File: config.mk
export PLATFORM = sky130hd
export DESIGN_NAME = cmh_handler
export DESIGN_NICKNAME = d
export VERILOG_FILES = /design/src/cmh_pkg.sv /design/src/cmh_handler.sv
export SDC_FILE = /design/constraint.sdc
export NUM_CORES = 1
export LEC_CHECK = 0
export ABC_AREA = 1
export BUFFER_PORTS_ARGS = -buffer_cell sky130_fd_sc_hd__buf_2
export CAP_MARGIN = 5
export CORE_ASPECT_RATIO = 1.5
export CORE_UTILIZATION = 53
export DETAILED_ROUTE_END_ITERATION = 10
export PLACE_DENSITY = 0.77
export SYNTH_ARGS = -nofsm -noshare
export SYNTH_HDL_FRONTEND = slang
export SYNTH_SLANG_ARGS = --single-unit
File: constraint.sdc
create_clock -name clk_i -period 4.99 [get_ports clk_i]
set_input_delay 0.2495 -clock clk_i [delete_from_list [all_inputs] [get_ports clk_i]]
set_output_delay 0.2495 -clock clk_i [all_outputs]
set_load 0.05 [all_outputs]
File: src/cmh_pkg.sv
// Constants, types and command codes of the configuration-mode command handler
// Function
// - Strength command returns byte then prompt
// - Strength byte counts half-decibel steps
// - Strength reply is an instantaneous sample
// - Packet header carries first-hop strength
// - Temperature command returns byte then prompt
// - Temperature equals byte minus 128
// - Supply command returns byte then prompt
// - Supply byte counts 30 mV steps
// - Event packets carry temperature and supply
// - Memory write prompts, pairs get no reply
// - 0xFF address ends write, prompt later
// - Exit byte triggers full restart
// - Config pin pulse enters mode, prompt
// - Pin-wake sleep only while pin low
// - Pin-wake sleep until pin goes high
// - Pull-ups off during sleep
// - Serial-wake sleep until start bit
// - Serial-wake sleep ignores config pin
// - Key load: 0x4B, 0x37, prompt, 16 bytes
// - Key load aborts after ten second gap
// - Key store unreadable, unwritable by memory writes
// - Unknown command discarded, prompt resent
// - Calibration write uses same pair protocol
package cmh_pkg;

    // ****************************************************************
    // Command bytes
    // ****************************************************************
    localparam logic [7:0] CMD_STRENGTH   = 8'h53;
    localparam logic [7:0] CMD_TEMP       = 8'h55;
    localparam logic [7:0] CMD_SUPPLY     = 8'h56;
    localparam logic [7:0] CMD_MEM_WRITE  = 8'h4D;
    localparam logic [7:0] CMD_EXIT       = 8'h58;
    localparam logic [7:0] CMD_SLEEP_PIN  = 8'h5A;
    localparam logic [7:0] CMD_SLEEP_RX   = 8'h7A;
    localparam logic [7:0] CMD_KEY        = 8'h4B;
    localparam logic [7:0] KEY_INDEX      = 8'h37;
    localparam logic [7:0] CMD_CAL_1      = 8'h48;
    localparam logic [7:0] CMD_CAL_2      = 8'h57;
    localparam logic [7:0] WRITE_END      = 8'hFF;
    localparam logic [7:0] PROMPT_CHAR    = 8'h3E;

    // ****************************************************************
    // Sizes and timing
    // ****************************************************************
    localparam int unsigned KEY_BYTES      = 16;
    localparam int unsigned CLK_HZ         = 20_000_000;
    localparam int unsigned KEY_GAP_S      = 10;
    localparam int unsigned KEY_GAP_CYC    = KEY_GAP_S * CLK_HZ;
    localparam int unsigned MEM_CFG_US     = 100;
    localparam int unsigned MEM_CFG_CYC    = (MEM_CFG_US * (CLK_HZ / 1_000_000));
    localparam int unsigned TIMER_W        = 28;
    localparam logic [3:0]  KEY_CNT_RESET  = 4'h0;
    localparam logic [7:0]  BYTE_RESET     = 8'h00;

    // ****************************************************************
    // Types
    // ****************************************************************
    typedef enum logic [3:0] {
        ST_IDLE, ST_CMD, ST_CAL2, ST_KEYIDX, ST_KEYDATA,
        ST_ADDR, ST_DATA, ST_COMMIT, ST_SLEEP_PIN, ST_SLEEP_RX, ST_RESTART
    } cmh_state_type;

    // One memory write pair handed to the storage side
    typedef struct packed {
        logic       cal;
        logic [7:0] addr;
        logic [7:0] data;
    } cmh_wr_type;

    // Sensor readings, sampled live
    typedef struct packed {
        logic [7:0] strength;
        logic [7:0] temp;
        logic [7:0] supply;
    } cmh_sense_type;

endpackage

File: src/cmh_handler.sv
// Configuration-mode command interpreter of the mesh radio module
`timescale 1ns/1ps
module cmh_handler
    import cmh_pkg::*;
#(
    parameter int unsigned KEY_GAP_CYCLES = KEY_GAP_CYC,
    parameter int unsigned MEM_CFG_CYCLES = MEM_CFG_CYC
) (
    input  wire logic          clk_i,
    input  wire logic          rst_n_i,
    input  wire logic          config_pin_i,
    input  wire logic          rxd_pin_i,
    input  wire logic          rx_valid_i,
    input  wire logic [7:0]    rx_data_i,
    input  wire logic          tx_ready_i,
    input  wire cmh_sense_type sense_i,
    input  wire logic          commit_done_i,
    output logic               tx_valid_o,
    output logic [7:0]         tx_data_o,
    output logic               wr_valid_o,
    output cmh_wr_type         wr_o,
    output logic               commit_o,
    output logic               key_valid_o,
    output logic [7:0]         key_data_o,
    output logic [3:0]         key_index_o,
    output logic               key_done_o,
    output logic               key_abort_o,
    output logic               sleep_o,
    output logic               pullup_en_o,
    output logic               restart_o,
    output logic               cfg_mode_o
);

    // ****************************************************************
    // Pin synchronisers
    // ****************************************************************
    logic cfg_s1_reg;
    logic cfg_s2_reg;
    logic cfg_s3_reg;
    logic rxd_s1_reg;
    logic rxd_s2_reg;
    logic rxd_s3_reg;

    // Two flops per pin, third for edge detection
    always_ff @(posedge clk_i) begin
        if (!rst_n_i) begin
            cfg_s1_reg <= 1'b1;
            cfg_s2_reg <= 1'b1;
            cfg_s3_reg <= 1'b1;
            rxd_s1_reg <= 1'b1;
            rxd_s2_reg <= 1'b1;
            rxd_s3_reg <= 1'b1;
        end else begin
            cfg_s1_reg <= config_pin_i;
            cfg_s2_reg <= cfg_s1_reg;
            cfg_s3_reg <= cfg_s2_reg;
            rxd_s1_reg <= rxd_pin_i;
            rxd_s2_reg <= rxd_s1_reg;
            rxd_s3_reg <= rxd_s2_reg;
        end
    end

    logic cfg_rise;
    logic rxd_fall;
    assign cfg_rise = cfg_s2_reg & ~cfg_s3_reg;   // Pin released (active low)
    assign rxd_fall = ~rxd_s2_reg & rxd_s3_reg;   // Start bit edge

    // ****************************************************************
    // Reply queue: one byte then optional prompt
    // ****************************************************************
    logic       tx_valid_reg;
    logic [7:0] tx_data_reg;
    logic       prompt_pend_reg;
    logic       send_byte;
    logic [7:0] send_data;
    logic       send_prompt;
    logic       tx_busy;

    assign tx_busy = tx_valid_reg | prompt_pend_reg;

    // Reading goes out first, prompt right behind it
    always_ff @(posedge clk_i) begin
        if (!rst_n_i) begin
            tx_valid_reg    <= 1'b0;
            tx_data_reg     <= BYTE_RESET;
            prompt_pend_reg <= 1'b0;
        end else if (send_byte) begin
            tx_valid_reg    <= 1'b1;
            tx_data_reg     <= send_data;
            prompt_pend_reg <= send_prompt;
        end else if (tx_valid_reg && tx_ready_i) begin
            tx_valid_reg    <= prompt_pend_reg;
            tx_data_reg     <= PROMPT_CHAR;
            prompt_pend_reg <= 1'b0;
        end
    end

    // ****************************************************************
    // Command state machine
    // ****************************************************************
    cmh_state_type     state_reg;
    logic              cal_reg;
    logic [7:0]        addr_reg;
    logic [3:0]        key_cnt_reg;
    logic [TIMER_W-1:0] timer_reg;
    logic              take;

    // A byte is consumed only when no reply is still queued
    assign take = rx_valid_i & ~tx_busy;

    // Decoder for the commands that reply with a live reading
    function automatic logic is_reading(input logic [7:0] b);
        return (b == CMD_STRENGTH) || (b == CMD_TEMP) || (b == CMD_SUPPLY);
    endfunction

    // Reply byte selection and enqueue strobes
    always_comb begin
        send_byte   = 1'b0;
        send_data   = PROMPT_CHAR;
        send_prompt = 1'b0;
        if (!tx_busy) begin
            unique case (state_reg)
                ST_IDLE: begin
                    send_byte = cfg_rise;
                end
                ST_CMD: begin
                    if (take) begin
                        if (is_reading(rx_data_i)) begin
                            send_byte   = 1'b1;
                            send_prompt = 1'b1;
                            // Live sample, no averaging
                            // Raw bytes, same format packets carry
                            send_data   = (rx_data_i == CMD_STRENGTH) ? sense_i.strength :
                                          (rx_data_i == CMD_TEMP) ? sense_i.temp :
                                          sense_i.supply;
                        end else if (rx_data_i == CMD_MEM_WRITE) begin
                            send_byte = 1'b1;
                        end else if (rx_data_i == CMD_SLEEP_PIN
                                     || rx_data_i == CMD_SLEEP_RX
                                     || rx_data_i == CMD_EXIT
                                     || rx_data_i == CMD_KEY
                                     || rx_data_i == CMD_CAL_1) begin
                            send_byte = 1'b0;
                        end else begin
                            send_byte = 1'b1;
                        end
                    end
                end
                ST_CAL2: send_byte = take;
                ST_KEYIDX: send_byte = take;
                ST_KEYDATA: send_byte = take && key_cnt_reg == 4'(KEY_BYTES - 1);
                ST_COMMIT: send_byte = commit_done_i
                                       && timer_reg >= TIMER_W'(MEM_CFG_CYCLES);
                default: send_byte = 1'b0;
            endcase
        end
    end

    // State transitions
    always_ff @(posedge clk_i) begin
        if (!rst_n_i) begin
            state_reg <= ST_IDLE;
        end else begin
            unique case (state_reg)
                ST_IDLE: if (cfg_rise && !tx_busy) state_reg <= ST_CMD;
                ST_CMD: begin
                    if (take) begin
                        unique case (rx_data_i)
                            CMD_MEM_WRITE: state_reg <= ST_ADDR;
                            CMD_CAL_1:     state_reg <= ST_CAL2;
                            CMD_KEY:       state_reg <= ST_KEYIDX;
                            CMD_EXIT:      state_reg <= ST_RESTART;
                            CMD_SLEEP_RX:  state_reg <= ST_SLEEP_RX;
                            CMD_SLEEP_PIN: if (!cfg_s2_reg) begin
                                state_reg <= ST_SLEEP_PIN;
                            end
                            default:       state_reg <= ST_CMD;
                        endcase
                    end
                end
                ST_CAL2: if (take) state_reg <= (rx_data_i == CMD_CAL_2) ? ST_ADDR : ST_CMD;
                ST_KEYIDX: if (take) state_reg <= (rx_data_i == KEY_INDEX) ? ST_KEYDATA : ST_CMD;
                ST_KEYDATA: begin
                    if (take && key_cnt_reg == 4'(KEY_BYTES - 1)) begin
                        state_reg <= ST_CMD;
                    end else if (!take && timer_reg >= TIMER_W'(KEY_GAP_CYCLES)) begin
                        state_reg <= ST_CMD;
                    end
                end
                ST_ADDR: if (take) state_reg <= (rx_data_i == WRITE_END) ? ST_COMMIT : ST_DATA;
                ST_DATA: if (take) state_reg <= ST_ADDR;
                ST_COMMIT: if (send_byte) state_reg <= ST_CMD;
                ST_SLEEP_PIN: if (cfg_s2_reg) state_reg <= ST_CMD;
                ST_SLEEP_RX: if (rxd_fall) state_reg <= ST_CMD;
                ST_RESTART: state_reg <= ST_IDLE;
                default: state_reg <= ST_IDLE;
            endcase
        end
    end

    // Calibration flag, address latch, key counter
    always_ff @(posedge clk_i) begin
        if (!rst_n_i) begin
            cal_reg     <= 1'b0;
            addr_reg    <= BYTE_RESET;
            key_cnt_reg <= KEY_CNT_RESET;
        end else begin
            if (state_reg == ST_CMD && take) cal_reg <= (rx_data_i == CMD_CAL_1);
            if (state_reg == ST_ADDR && take) addr_reg <= rx_data_i;
            if (state_reg == ST_KEYIDX) key_cnt_reg <= KEY_CNT_RESET;
            else if (state_reg == ST_KEYDATA && take) key_cnt_reg <= key_cnt_reg + 4'h1;
        end
    end

    // Gap timer for key bytes, settle timer for commit
    always_ff @(posedge clk_i) begin
        if (!rst_n_i) begin
            timer_reg <= '0;
        end else if ((state_reg == ST_KEYDATA && !take) || state_reg == ST_COMMIT) begin
            if (timer_reg != '1) timer_reg <= timer_reg + TIMER_W'(1);
        end else begin
            timer_reg <= '0;
        end
    end

    // ****************************************************************
    // Storage and control outputs
    // ****************************************************************
    always_ff @(posedge clk_i) begin
        if (!rst_n_i) begin
            wr_valid_o  <= 1'b0;
            wr_o        <= '0;
            commit_o    <= 1'b0;
            key_valid_o <= 1'b0;
            key_data_o  <= BYTE_RESET;
            key_index_o <= KEY_CNT_RESET;
            key_done_o  <= 1'b0;
            key_abort_o <= 1'b0;
        end else begin
            // Pairs go only to config or calibration memory, never the key store
            wr_valid_o  <= state_reg == ST_DATA && take;
            wr_o        <= '{cal: cal_reg, addr: addr_reg, data: rx_data_i};
            commit_o    <= state_reg == ST_ADDR && take && rx_data_i == WRITE_END;
            key_valid_o <= state_reg == ST_KEYDATA && take;
            key_data_o  <= rx_data_i;
            key_index_o <= key_cnt_reg;
            key_done_o  <= state_reg == ST_KEYDATA && take
                           && key_cnt_reg == 4'(KEY_BYTES - 1);
            key_abort_o <= state_reg == ST_KEYDATA && !take
                           && timer_reg >= TIMER_W'(KEY_GAP_CYCLES);
        end
    end

    // Mode, sleep and restart outputs
    always_ff @(posedge clk_i) begin
        if (!rst_n_i) begin
            sleep_o     <= 1'b0;
            pullup_en_o <= 1'b1;
            restart_o   <= 1'b0;
            cfg_mode_o  <= 1'b0;
        end else begin
            sleep_o     <= state_reg == ST_SLEEP_PIN || state_reg == ST_SLEEP_RX;
            pullup_en_o <= !(state_reg == ST_SLEEP_PIN || state_reg == ST_SLEEP_RX);
            restart_o   <= state_reg == ST_RESTART;
            cfg_mode_o  <= state_reg != ST_IDLE && state_reg != ST_RESTART;
        end
    end

    assign tx_valid_o = tx_valid_reg;
    assign tx_data_o  = tx_data_reg;

    // ****************************************************************
    // Checks
    // ****************************************************************
    property p_reading_prompt;
        @(posedge clk_i) disable iff (!rst_n_i)
        (state_reg == ST_CMD && take && is_reading(rx_data_i))
            |=> (tx_valid_o && prompt_pend_reg);
    endproperty
    a_reading_prompt: assert property (p_reading_prompt) else $error("no prompt after reading");

    property p_pin_sleep_gate;
        @(posedge clk_i) disable iff (!rst_n_i)
        (state_reg == ST_CMD && take && rx_data_i == CMD_SLEEP_PIN && cfg_s2_reg)
            |=> state_reg == ST_CMD;
    endproperty
    a_pin_sleep_gate: assert property (p_pin_sleep_gate) else $error("sleep taken with pin high");

    property p_pin_wake;
        @(posedge clk_i) disable iff (!rst_n_i)
        (state_reg == ST_SLEEP_PIN && cfg_s2_reg) |=> state_reg == ST_CMD;
    endproperty
    a_pin_wake: assert property (p_pin_wake) else $error("no wake on pin high");

    property p_rx_wake;
        @(posedge clk_i) disable iff (!rst_n_i)
        (state_reg == ST_SLEEP_RX && !rxd_fall) |=> state_reg == ST_SLEEP_RX;
    endproperty
    a_rx_wake: assert property (p_rx_wake) else $error("woke without start bit");

    property p_pullups;
        @(posedge clk_i) disable iff (!rst_n_i)
        (state_reg == ST_CMD && take && rx_data_i == CMD_SLEEP_RX)
            |=> ##1 (sleep_o && !pullup_en_o);
    endproperty
    a_pullups: assert property (p_pullups) else $error("pull-ups on while asleep");

    property p_exit;
        @(posedge clk_i) disable iff (!rst_n_i)
        (state_reg == ST_CMD && take && rx_data_i == CMD_EXIT) |=> ##1 restart_o;
    endproperty
    a_exit: assert property (p_exit) else $error("exit gave no restart");

    property p_pair_silent;
        @(posedge clk_i) disable iff (!rst_n_i)
        (state_reg == ST_DATA && take) |=> !tx_valid_o;
    endproperty
    a_pair_silent: assert property (p_pair_silent) else $error("reply to pair byte");

    property p_key_abort;
        @(posedge clk_i) disable iff (!rst_n_i)
        key_abort_o |-> $past(state_reg) == ST_KEYDATA ##0 state_reg == ST_CMD;
    endproperty
    a_key_abort: assert property (p_key_abort) else $error("abort out of key load");

    // Prompt stands right after the reading byte is accepted
    property p_prompt_follows;
        @(posedge clk_i) disable iff (!rst_n_i)
        (tx_valid_o && tx_ready_i && prompt_pend_reg)
            |=> (tx_valid_o && tx_data_o == PROMPT_CHAR);
    endproperty
    a_prompt_follows: assert property (p_prompt_follows) else $error("prompt late");

    // Strength byte is the value present at the take
    property p_reading_data;
        @(posedge clk_i) disable iff (!rst_n_i)
        (state_reg == ST_CMD && take && rx_data_i == CMD_STRENGTH)
            |=> (tx_valid_o && tx_data_o == $past(sense_i.strength));
    endproperty
    a_reading_data: assert property (p_reading_data) else $error("stale strength");

    // Sixteenth key byte closes the load with a prompt
    property p_key_done;
        @(posedge clk_i) disable iff (!rst_n_i)
        (state_reg == ST_KEYDATA && take && key_cnt_reg == 4'(KEY_BYTES - 1))
            |=> (key_done_o && tx_valid_o && tx_data_o == PROMPT_CHAR);
    endproperty
    a_key_done: assert property (p_key_done) else $error("key load not closed");

endmodule // cmh_handler

* Word level (Yosys, flattened, before mapping) *
Index checks and enable logic that the tools add are counted.

word-level totals
  flip-flop bits (word level) = 91
  input bits = 39
  output and inout port bits = 47
  word-level logic and storage cells = 146

operators by class
  add/subtract/negate cells = 2
  magnitude comparators = 2
  eq/ne operators = 36
  mux-type cells = 39
  bitwise operators = 8
  reduce and logical (&&, ||, !) cells = 32

operators with widths
  operator               number
  $eq 8x7->1 const B     10
  $mux 8                 8
  $mux 4                 12
  $pmux 4 s10            1
  $add 28x1->28 const B  1
  $ge 28x11->1 const B   1
  $ge 28x28->1 const B   1
  $ne 28x28->1 const B   1
  $pmux 4 s6             1
  $ne 2x2->1 const B     9
  $eq 4x3->1 const B     4
  $eq 4x4->1 const B     4
  $logic_and 1x1->1      14
  $mux 1                 14
  $reduce_and 11->1      1
  $eq 4x2->1 const B     2
  $eq 8x6->1 const B     1
  $eq 8x8->1 const B     1
  $logic_or 1x1->1       8
  $mux 3                 2
  $ne 3x3->1 const B     2
  $pmux 1 s5             1
  $add 4x1->4 const B    1
  $eq 4x1->1 const B     1
  10 further kinds       18

* Logic depth before layout (Yosys ltp) *
Gate-level depths: netlist of the first run.

  word-level depth = 13
  mapped depth = 14
  mapped depth without buffers = 14

* Worst setup path before layout of the first run *
No wires, ideal clock.

  kind = flip-flop to flip-flop
  start point = register tx_valid_reg (netlist: tx_valid_o)
  end point = register tx_data_reg[1] (netlist: tx_data_o[1])
  setup time = 120 ps
  arrival time = 1725 ps
  required time = 4870 ps
  path slack = 3145 ps
  cell stages (with the launch flop) = 12
  path buffers = 0
  period minus slack after synthesis = 1845 ps
  path through = dfxtp_1 nor2_4 nand2_2 nor2_1 nor2_1 nand2_1 a21oi_1 nand3_2 nand2_4 nand2_4 o21ai_0 nor2_1

on the way
  word-level cells in the longest chain between the ends = 7
  elaborated cells on any way between the ends = 13
  classes of those cells = 7 x mux; 3 x bitwise; 3 x reduce/logical

ends and longest elaborated chain
  what                                         line                source
  start, declared                              cmh_handler.sv:71   logic tx_valid_reg;
  start signal, assigned                       cmh_handler.sv:92   tx_valid_reg <= prompt_pend_reg;
  $or 1x1->1                                   cmh_handler.sv:79   assign tx_busy = tx_valid_reg | prompt_pend_reg;
  $not 1->1                                    cmh_handler.sv:109  assign take = rx_valid_i & ~tx_busy;
  $and 1x1->1                                  cmh_handler.sv:109
  $mux 1 (tied with other cells)               cmh_handler.sv:127  if (take) begin
  $pmux 1 s5 or $mux 8 (tied branches)         cmh_handler.sv:122  unique case (state_reg)
  $mux 1 or $mux 8 (tied branches)             cmh_handler.sv:121  if (!tx_busy) begin
  $mux 8 or $reduce_bool 2->1 (tied branches)  --
  end signal, assigned                         cmh_handler.sv:89   tx_data_reg <= send_data;
  end, declared                                cmh_handler.sv:72   logic [7:0] tx_data_reg;

Parallel ways exist; a longest one is shown, timed or not.
A chain may end at the register's enable or synchronous reset.

* Final worst setup path of the first run *
  start point = register timer_reg[0]
  end point = register timer_reg[1]

on the way
  word-level cells in the longest chain between the ends = 1
  elaborated cells on any way between the ends = 2
  classes of those cells = 1 x add/sub; 1 x eq/ne

ends and longest elaborated chain
  what                                           line                source
  start, declared                                cmh_handler.sv:105  logic [TIMER_W-1:0] timer_reg;
  start signal, assigned                         cmh_handler.sv:220  if (timer_reg != '1) timer_reg <= timer_reg + TIMER_W'(1);
  $add 28x1->28 or $ne 28x28->1 (tied branches)  cmh_handler.sv:220

Parallel ways exist; a longest one is shown, timed or not.

==> metrics.txt, run 1 <==
synthesized cell area=4542 um2; Seq cells post-synth=91; most common cell after layout, fill and taps aside=nand2_1; final WL=11,370 um; htree depth=3; CP bufs+invs=2; row cnt=41; PwrDens=399.9 nW/um2; Reg2Reg Setup Slack=2.78 ns; sequential element share of the synthesized area=40.11%; Clk pin slew, worst setup/hold paths=0.07 ns; Worst Max-Slew Pin Slew=0.7175 ns; total number of vias=4,332; DRC violation count after routing=0; Worst Slack Setup Final=2.784 ns; Reg2Reg Capture Point=timer_reg[1]; final hold slack=0.08941 ns; hold path depth=2; period utilization=44.21%; Mapped Avg Cell Area=7.130 um2; Worst path max stage delay=0.59 ns; Hold Vio Cnt, Final=0; max FFs per register=28; M1 WL=4212 um; Iteration-0 DRC Markers=258; Critical Setup Path Class=flop to flop; synth unique cells=43; RSZ-0062 raised after global routing=false; GRT Resource Usage Total=26.89%; cell family with most CP delay=simple AND/OR/NAND/NOR gates; most frequent cells in the layout=nand2_1 (125), inv_1 (98), dfxtp_1 (91); final core utilization=64.01%; Hold Path Class=input port to flop; worst rel slew slack=51.80%; CTS Buf Count=9; peak supply drop=0.0002478 V; worst r2r src=timer_reg[0]; Final Critical Period=2.206 ns; status=finished clean; hold path startpoint=rxd_pin_i; Root Buffer=clkbuf_16; leakage=2.675 nW; Crit-path slowest cell=nor3_1; CTS-repair resized insts=0; Die Area=8951 um2; CTS Sinks=91; # port buffers=85; Core Region=8362 um2; antenna cells=0; gpl congestion=1.042; CTS tree=done; Die Wd=77.59 um; Final #Nets=759; Syn Nets=679; CTS max path bufs=2; total of max-cap violations=0; routed wl met3=480 um; # setup viols final=0; Post-Place Worst Slack=2.547 ns; crit path capture type=flop; Worst Path Required=5.22 ns; vertical die dimension=115.4 um; Post-CTS Hold Fix Bufs=0; Hold Path End=rxd_s1_reg; clk_skew=0.007709 ns; Initial Utilization=54.32%; layout cells sized above 1=21.88%; largest net degree at the start of global routing=39; fmax=0.4533 GHz; Syn. warnings=0; CP startpoint kind=flop; postcts setup bufs=0; met2 wire length=6224 um; number of global-route vias before repair=4,284; fill count=763; worst r2r path cells=8; vias per cell=5.226; crit-path max FO=6; first-pass GRT wire length=18,950 um; ANT nets after route=0; final slew viol count=0; initial antenna violation count=0; Worst Path Arrival=2.44 ns; critical path, cell by cell=ha_1 > and3_1 > nand4_1 > nor3_1 > clkbuf_2 > inv_1 > nand2_1 > a21oi_1; Top Ports=86; worst skew pair latency=0.35 ns; layout overhead on the synthesized area=17.85%; post-route setup TNS=0 ns; grt total ovfl=0; Initial DRT Pass Iterations=5; Syn Inst Count=637; max layer used=met4; WL/cell=13.72 um; detailed placement HPWL=8603 um
==> cell families after synthesis <==
kind of cell,after synthesis,synth area share [%]
AOI/OAI and AO/OA,81,10.50
adders and majority gates,3,0.8265
xor gates and xnor gates,15,2.893
and+or+nand+nor,322,34.55
DFF,91,40.11
buffers and inverters,125,11.13
==> how the worst max path moves through the flow <==
stage	startpoint	to	cells after the start
6_report	timer_reg[0]	timer_reg[1]	8
5_1_grt	timer_reg[1]	timer_reg[1]	8
4_1_cts	timer_reg[0]	timer_reg[1]	7
3_5_place_dp	timer_reg[0]	timer_reg[1]	7
3_3_place_gp	timer_reg[0]	timer_reg[1]	7
2_1_floorplan	tx_valid_o	tx_data_o[1]	11
==> metal layers <==
| metal | GRT usage [%] | up-vias |
|---|---|---|
| li1 | - | 2175 |
| met1 | 26.20 | 1977 |
| met2 | 51.74 | 146 |
| met3 | 4.921 | 34 |
| met4 | 16.60 | 0 |
| met5 | 0 | - |
==> area by class of cell <==
| type | count | area [um2] | area share (%) |
|---|---|---|---|
| Clock buffer | 9 | 225.2 | 4.208 |
| Inverter | 108 | 405.4 | 7.574 |
| Clock inverter | 7 | 121.4 | 2.267 |
| Multi-Input combinational cell | 421 | 2215 | 41.37 |
| Tap cell | 107 | 133.9 | 2.501 |
| Sequential cell | 91 | 1822 | 34.03 |
| Timing Repair Buffer | 86 | 430.4 | 8.041 |
==> power breakdown <==
part | internal (mW) | switching, mW | total [mW]
combinational | 0.140 | 0.385 | 0.526
sequential | 0.782 | 0.0421 | 0.825
clock | 0.494 | 0.297 | 0.790
total | 1.42 | 0.724 | 2.14
==> worst reg2reg max path, stage by stage, from the launching register on <==
cell and delay (ns):
dfxtp_1 0.39, ha_1 0.22, and3_1 0.22, nand4_1 0.16, nor3_1 0.59, clkbuf_2 0.31
inv_1 0.09, nand2_1 0.06, a21oi_1 0.05
==> cells in the mapped netlist (all sizes together) <==
master	count	area, um2
nand2	140	588.1
inv	107	401.6
dfxtp	91	1822
nor2	85	396.6
nand3	52	300.3
o21ai	30	150.1
a21oi	29	160.2
nor3	25	140.1
buf	12	80.08
xor2	12	105.1
a22oi	7	52.55
nand4	7	43.79
a211oi	6	45.04
or2	6	37.54
clkbuf	5	20.01
ha	3	37.54
nor4	3	33.78
o21a	3	22.52
xnor2	3	26.28
and3	2	13.77
nor3b	2	15.01
o21bai	2	15.01
a221oi	1	8.760
a31oi	1	6.260
clkinv	1	3.750
o2111ai	1	8.760
o211ai	1	7.510
==> stage by stage <==
step                      instances  power, mW  cell area [um2]
final                           829      2.141             5353
after global routing            829      2.230             5353
after CTS                       828      2.146             5348
after detailed placement        812      1.357             5001
after global placement          812      1.349             5001
after floorplan                 637      1.238             4542
Note: power is estimated with default switching activity, not from simulation.
==> run 2: changes to the inputs <==
Clock period 4.99 ns to 2.19 ns, I/O delays scaled along.
==> run 2 against run 1 <==
- flip-flop and latch count unchanged
- sequential power up 130%
- clock power grew 100%
- non-clock buffer count increased by 11
- final area up 1.1%
- clock skew down 0.0041 ns
- final cell count increased by 1.3%
- first-iteration DRC count is 9.3% lower
- maximum frequency increased by 7.1%
==> metrics.txt, run 2 (synthesized netlist as in run 1, its figures left out) <==
status=finished clean; vias per cell=5.208; grt peak-use layer=met2; grt total ovfl=0; worst rel slew slack=73.26%; Iteration-0 DRC Markers=234; peak supply drop=0.0005545 V; PwrDens=866.4 nW/um2; final WL=11,670 um; sw power=1.625 mW; leakage=2.710 nW; postcts setup bufs=0; post-route setup TNS=0 ns; final core utilization=64.75%; vertical die dimension=115.4 um; fill count=723; crit-path max FO=4; final hold slack=0.02015 ns; Hold Vio Cnt, Final=0; Clk pin slew, worst setup/hold paths=0.06 ns; Root Buffer=clkbuf_16; Die Area=8951 um2; clk_skew=0.003618 ns; number of global-route vias before repair=4,258; final slew viol count=0; multi-input logic area=2215 um2; WL/cell=13.90 um; Initial DRT Pass Iterations=4; crit path capture type=flop; ANT nets after route=0; antenna cells=0; Critical Setup Path Class=flop to flop; Final #Nets=770; largest net degree at the start of global routing=38; # setup viols final=0; GRT Resource Usage Total=27.27%; CTS max path bufs=2; detailed placement HPWL=9085 um; CTS Buf Count=9; Clock power frac=34.0%; RSZ-0062 raised after global routing=false; total of max-cap violations=0; most common cell after layout, fill and taps aside=nand2_1; Final Critical Period=2.060 ns; Worst Max-Slew Pin Slew=0.3980 ns; worst skew pair latency=0.34 ns; gpl congestion=0.9154; Logic pwr share=26.1%; DRC violation count after routing=0; Reg power frac=40.0%; Initial Utilization=54.32%; Worst Path Required=2.42 ns; Worst Path Arrival=2.29 ns; Sw Share=34.65%; period utilization=94.07%; htree depth=3; fmax=0.4854 GHz; CTS Sinks=91; total number of vias=4,375; most frequent cells in the layout=nand2_1 (125), inv_1 (98), dfxtp_1 (91); row cnt=41; CTS tree=done; initial antenna violation count=0; met2 Usage GRT=51.92%; CP startpoint kind=flop; met1 usage=25.91%; layout overhead on the synthesized area=19.20%; Top Ports=86; Core Region=8362 um2; total power=4.691 mW; max FFs per register=28; first-pass GRT wire length=18,830 um; # port buffers=85; Die Wd=77.59 um; layout cells sized above 1=22.51%; Int Pwr=3.065 mW; Hold Path Class=input port to flop; Register Area=1822 um2; GR Layer Usage met3=4.762%
run 2: cell count changes in the layout (fill, tap and decap cells not counted), sizes merged:
cell | before | now
buf | 85 | 93
dlygate4sd3 | 0 | 4
bufinv | 3 | 1
inv | 110 | 108
clkbuf | 10 | 11
clkinv | 2 | 3
clkinvlp | 0 | 1
run 2: worst paths after layout:
kind	endpoint	cells past startpoint	startpoint	slack (ns)
hold reg to reg	cfg_s2_reg	1	cfg_s1_reg	0.43
setup reg to reg	timer_reg[1]	8	timer_reg[14]	0.13
hold / removal	tx_data_o[2]	3	sense_i[18]	0.02
setup / recovery	timer_reg[1]	8	timer_reg[14]	0.13
run 2: area by class of cell:
cell class                 count  area share [%]
timing repair buffer          97           9.706
sequential                    91           33.65
inverter                     108           7.488
multi-input combinational    421           40.91
tap                          107           2.473
clock buffer                  11           4.668
clock inverter                 5           1.109
run 2: metrics by stage:
| step | area, um2 | setup WS (ns) | std cells |
|---|---|---|---|
| floorplan | 4542 | 0.3453 | 637 |
| global placement | 5061 | 0.2787 | 820 |
| detailed placement | 5061 | 0.1994 | 820 |
| CTS | 5414 | 0.1240 | 840 |
| global route | 5414 | 0.007204 | 840 |
| finish | 5414 | 0.1298 | 840 |
run 2: what timing repair did:
item | in CTS | in global routing
hold buffers | 4 | 0
hold endpoints to repair | 4 | 0
gates resized for setup | 0 | 0
endpoints found under the setup margin | 0 | 3
run 2: power by group through the flow:
stage | sequential (mW) | combinational [mW] | clock (mW)
after global routing | 1.89 | 1.34 | 1.69
after CTS | 1.87 | 1.22 | 1.64
after detailed placement | 1.91 | 1.21 | 0
final | 1.88 | 1.22 | 1.59
after global placement | 1.91 | 1.20 | 0
after floorplan | 2.18 | 0.646 | 0
run 2: critical path, cell delays in order, from the launching register on:
cell,delay (ns)
dfxtp_1,0.46
nand2_1,0.18
nor3_1,0.20
nand4_1,0.29
nor3_1,0.41
buf_4,0.21
inv_1,0.07
nand2_1,0.06
a21oi_1,0.06
run 2: metal layers:
layer / wire length [um] / up-vias
li1: - / 2193
met1: 4381 / 1999
met2: 6196 / 134
met3: 399 / 49
met4: 695 / 0
met5: 0 / -
==> run 3: changes to the inputs <==
Settings changed: REMOVE_ABC_BUFFERS from default to 1.
==> run 3 against run 2 <==
- flip-flop and latch count stayed put
- final cell count unchanged
- hold slack got worse by 0.0045 ns
- die area unchanged
==> metrics.txt, run 3 (synthesized netlist as in run 1, its figures left out) <==
status=finished clean; Reg2Reg Setup Slack=0.20 ns; CTS tree=done; fill count=756; ANT nets after route=0; detailed placement HPWL=8783 um; CP endpoint=state_reg[2]; Hold Vio Cnt, Final=0; fmax=0.5029 GHz; period utilization=90.80%; Initial DRT Pass Iterations=4; htree depth=3; Worst Slack Setup Final=0.2016 ns; Root Buffer=clkbuf_16; first-pass GRT wire length=19,370 um; peak supply drop=0.0006226 V; Core Region=8362 um2; Hold Path Class=input port to flop; PwrDens=864.5 nW/um2; CP startpoint kind=flop; placed cells=817; # setup viols final=0; final WL=11,530 um; Worst Path Arrival=2.26 ns; Clk pin slew, worst setup/hold paths=0.06 ns; total of max-cap violations=0; grt peak-use layer=met2; gpl congestion=0.9453; CTS max path bufs=2; CTS Sinks=91; Iteration-0 DRC Markers=232; WL/cell=13.73 um; worst r2r path cells=10; Post-Place Worst Slack=0.2727 ns; worst rel slew slack=74.66%; Critical Setup Path Class=flop to flop; DRC violation count after routing=0; Final #Nets=770; grt total ovfl=0; Final Critical Period=1.988 ns; Die Area=8951 um2; total number of vias=4,410; Finished Layout Cells=840; Top Ports=86; worst skew pair latency=0.34 ns; crit path capture type=flop; Worst Path Required=2.46 ns; area post-placement=5039 um2; hold path startpoint=rx_data_i[1]; most common cell after layout, fill and taps aside=nand2_1; clk_skew=0.005965 ns; # port buffers=85; number of global-route vias before repair=4,380; met2 Usage GRT=53.27%; layout overhead on the synthesized area=19.06%; most frequent cells in the layout=nand2_1 (125), inv_1 (98), dfxtp_1 (91); met1 usage=26.94%; crit-path max FO=7; CP Launch Point=timer_reg[25]; largest net degree at the start of global routing=38; Worst Max-Slew Pin Slew=0.3800 ns; GRT Resource Usage Total=27.73%; GR Layer Usage met3=5.714%; Initial Utilization=54.32%; Die Wd=77.59 um; antenna cells=0; final slew viol count=0; post-route setup TNS=0 ns; worst r2r src=timer_reg[25]; leakage=2.710 nW; CTS Buf Count=9; Reg2Reg Capture Point=state_reg[2]; row cnt=41; max FFs per register=28; layout cells sized above 1=22.65%; RSZ-0062 raised after global routing=false; initial antenna violation count=0; fin area=5408 um2; vertical die dimension=115.4 um; vias per cell=5.250
[run 3: cell count changes in the layout (fill, tap and decap cells not counted), sizes merged]
cell	delta
clkinv	+1
buf	+1
clkinvlp	-1
dlygate4sd3	-1
[run 3: how the worst min path moves through the flow]
stage	cells past startpoint	slack (ns)	end
after floorplan	1	0.18	rxd_s3_reg
after global placement	2	0.30	cfg_s1_reg
after detailed placement	2	0.30	cfg_s1_reg
after CTS	3	0.008	key_data_o[1]
after global routing	3	0.02	key_data_o[1]
final	3	0.02	key_data_o[1]
[run 3: layout make-up]
class | instances | area (um2) | area share, %
inverters | 108 | 405.4 | 7.497
repair buffers | 97 | 523.0 | 9.671
clock buffers | 11 | 242.7 | 4.489
flip-flops and latches | 91 | 1822 | 33.69
multi-input cells | 421 | 2220 | 41.05
well taps | 107 | 133.9 | 2.476
clock inverters | 5 | 61.31 | 1.134
[run 3: what timing repair did]
item / 4_1_cts / 5_1_grt
buffers inserted: 0 / 4
resized for setup: 0 / 1
endpoints found under the setup margin: 0 / 9
hold endpoints to repair: 3 / 0
hold buffers: 3 / 0
[run 3: metrics by stage]
stage / total power [mW] / util [%] / hold slack, ns
floorplan: 2.799 / - / 0.1782
global placement: 3.103 / 60.26 / 0.2967
detailed placement: 3.122 / 60.26 / 0.3033
CTS: 4.698 / 64.25 / 0.007601
global route: 4.917 / 64.67 / 0.02351
finish: 4.675 / 64.67 / 0.01566
[run 3: critical path: stages, from the launching register on]
cell	delay, ns
dfxtp_1	0.51
nand2_1	0.16
nor4_1	0.39
nand2_1	0.12
nand2_1	0.11
nor2_1	0.06
nor2_1	0.23
nand2_4	0.12
nand2_1	0.07
nand2_1	0.04
nor2_1	0.11
[run 3: layer usage]
metal | vias to the layer above | wire (um)
met5 | - | 0
met4 | 0 | 513
li1 | 2199 | -
met1 | 2034 | 4229
met2 | 133 | 6354
met3 | 44 | 434
[run 3: power by group]
group / switching (mW) / total (mW) / internal, mW
Clock: 0.647 / 1.57 / 0.922
Combinational: 0.893 / 1.23 / 0.334
Sequential: 0.0952 / 1.88 / 1.78
Total: 1.64 / 4.67 / 3.04
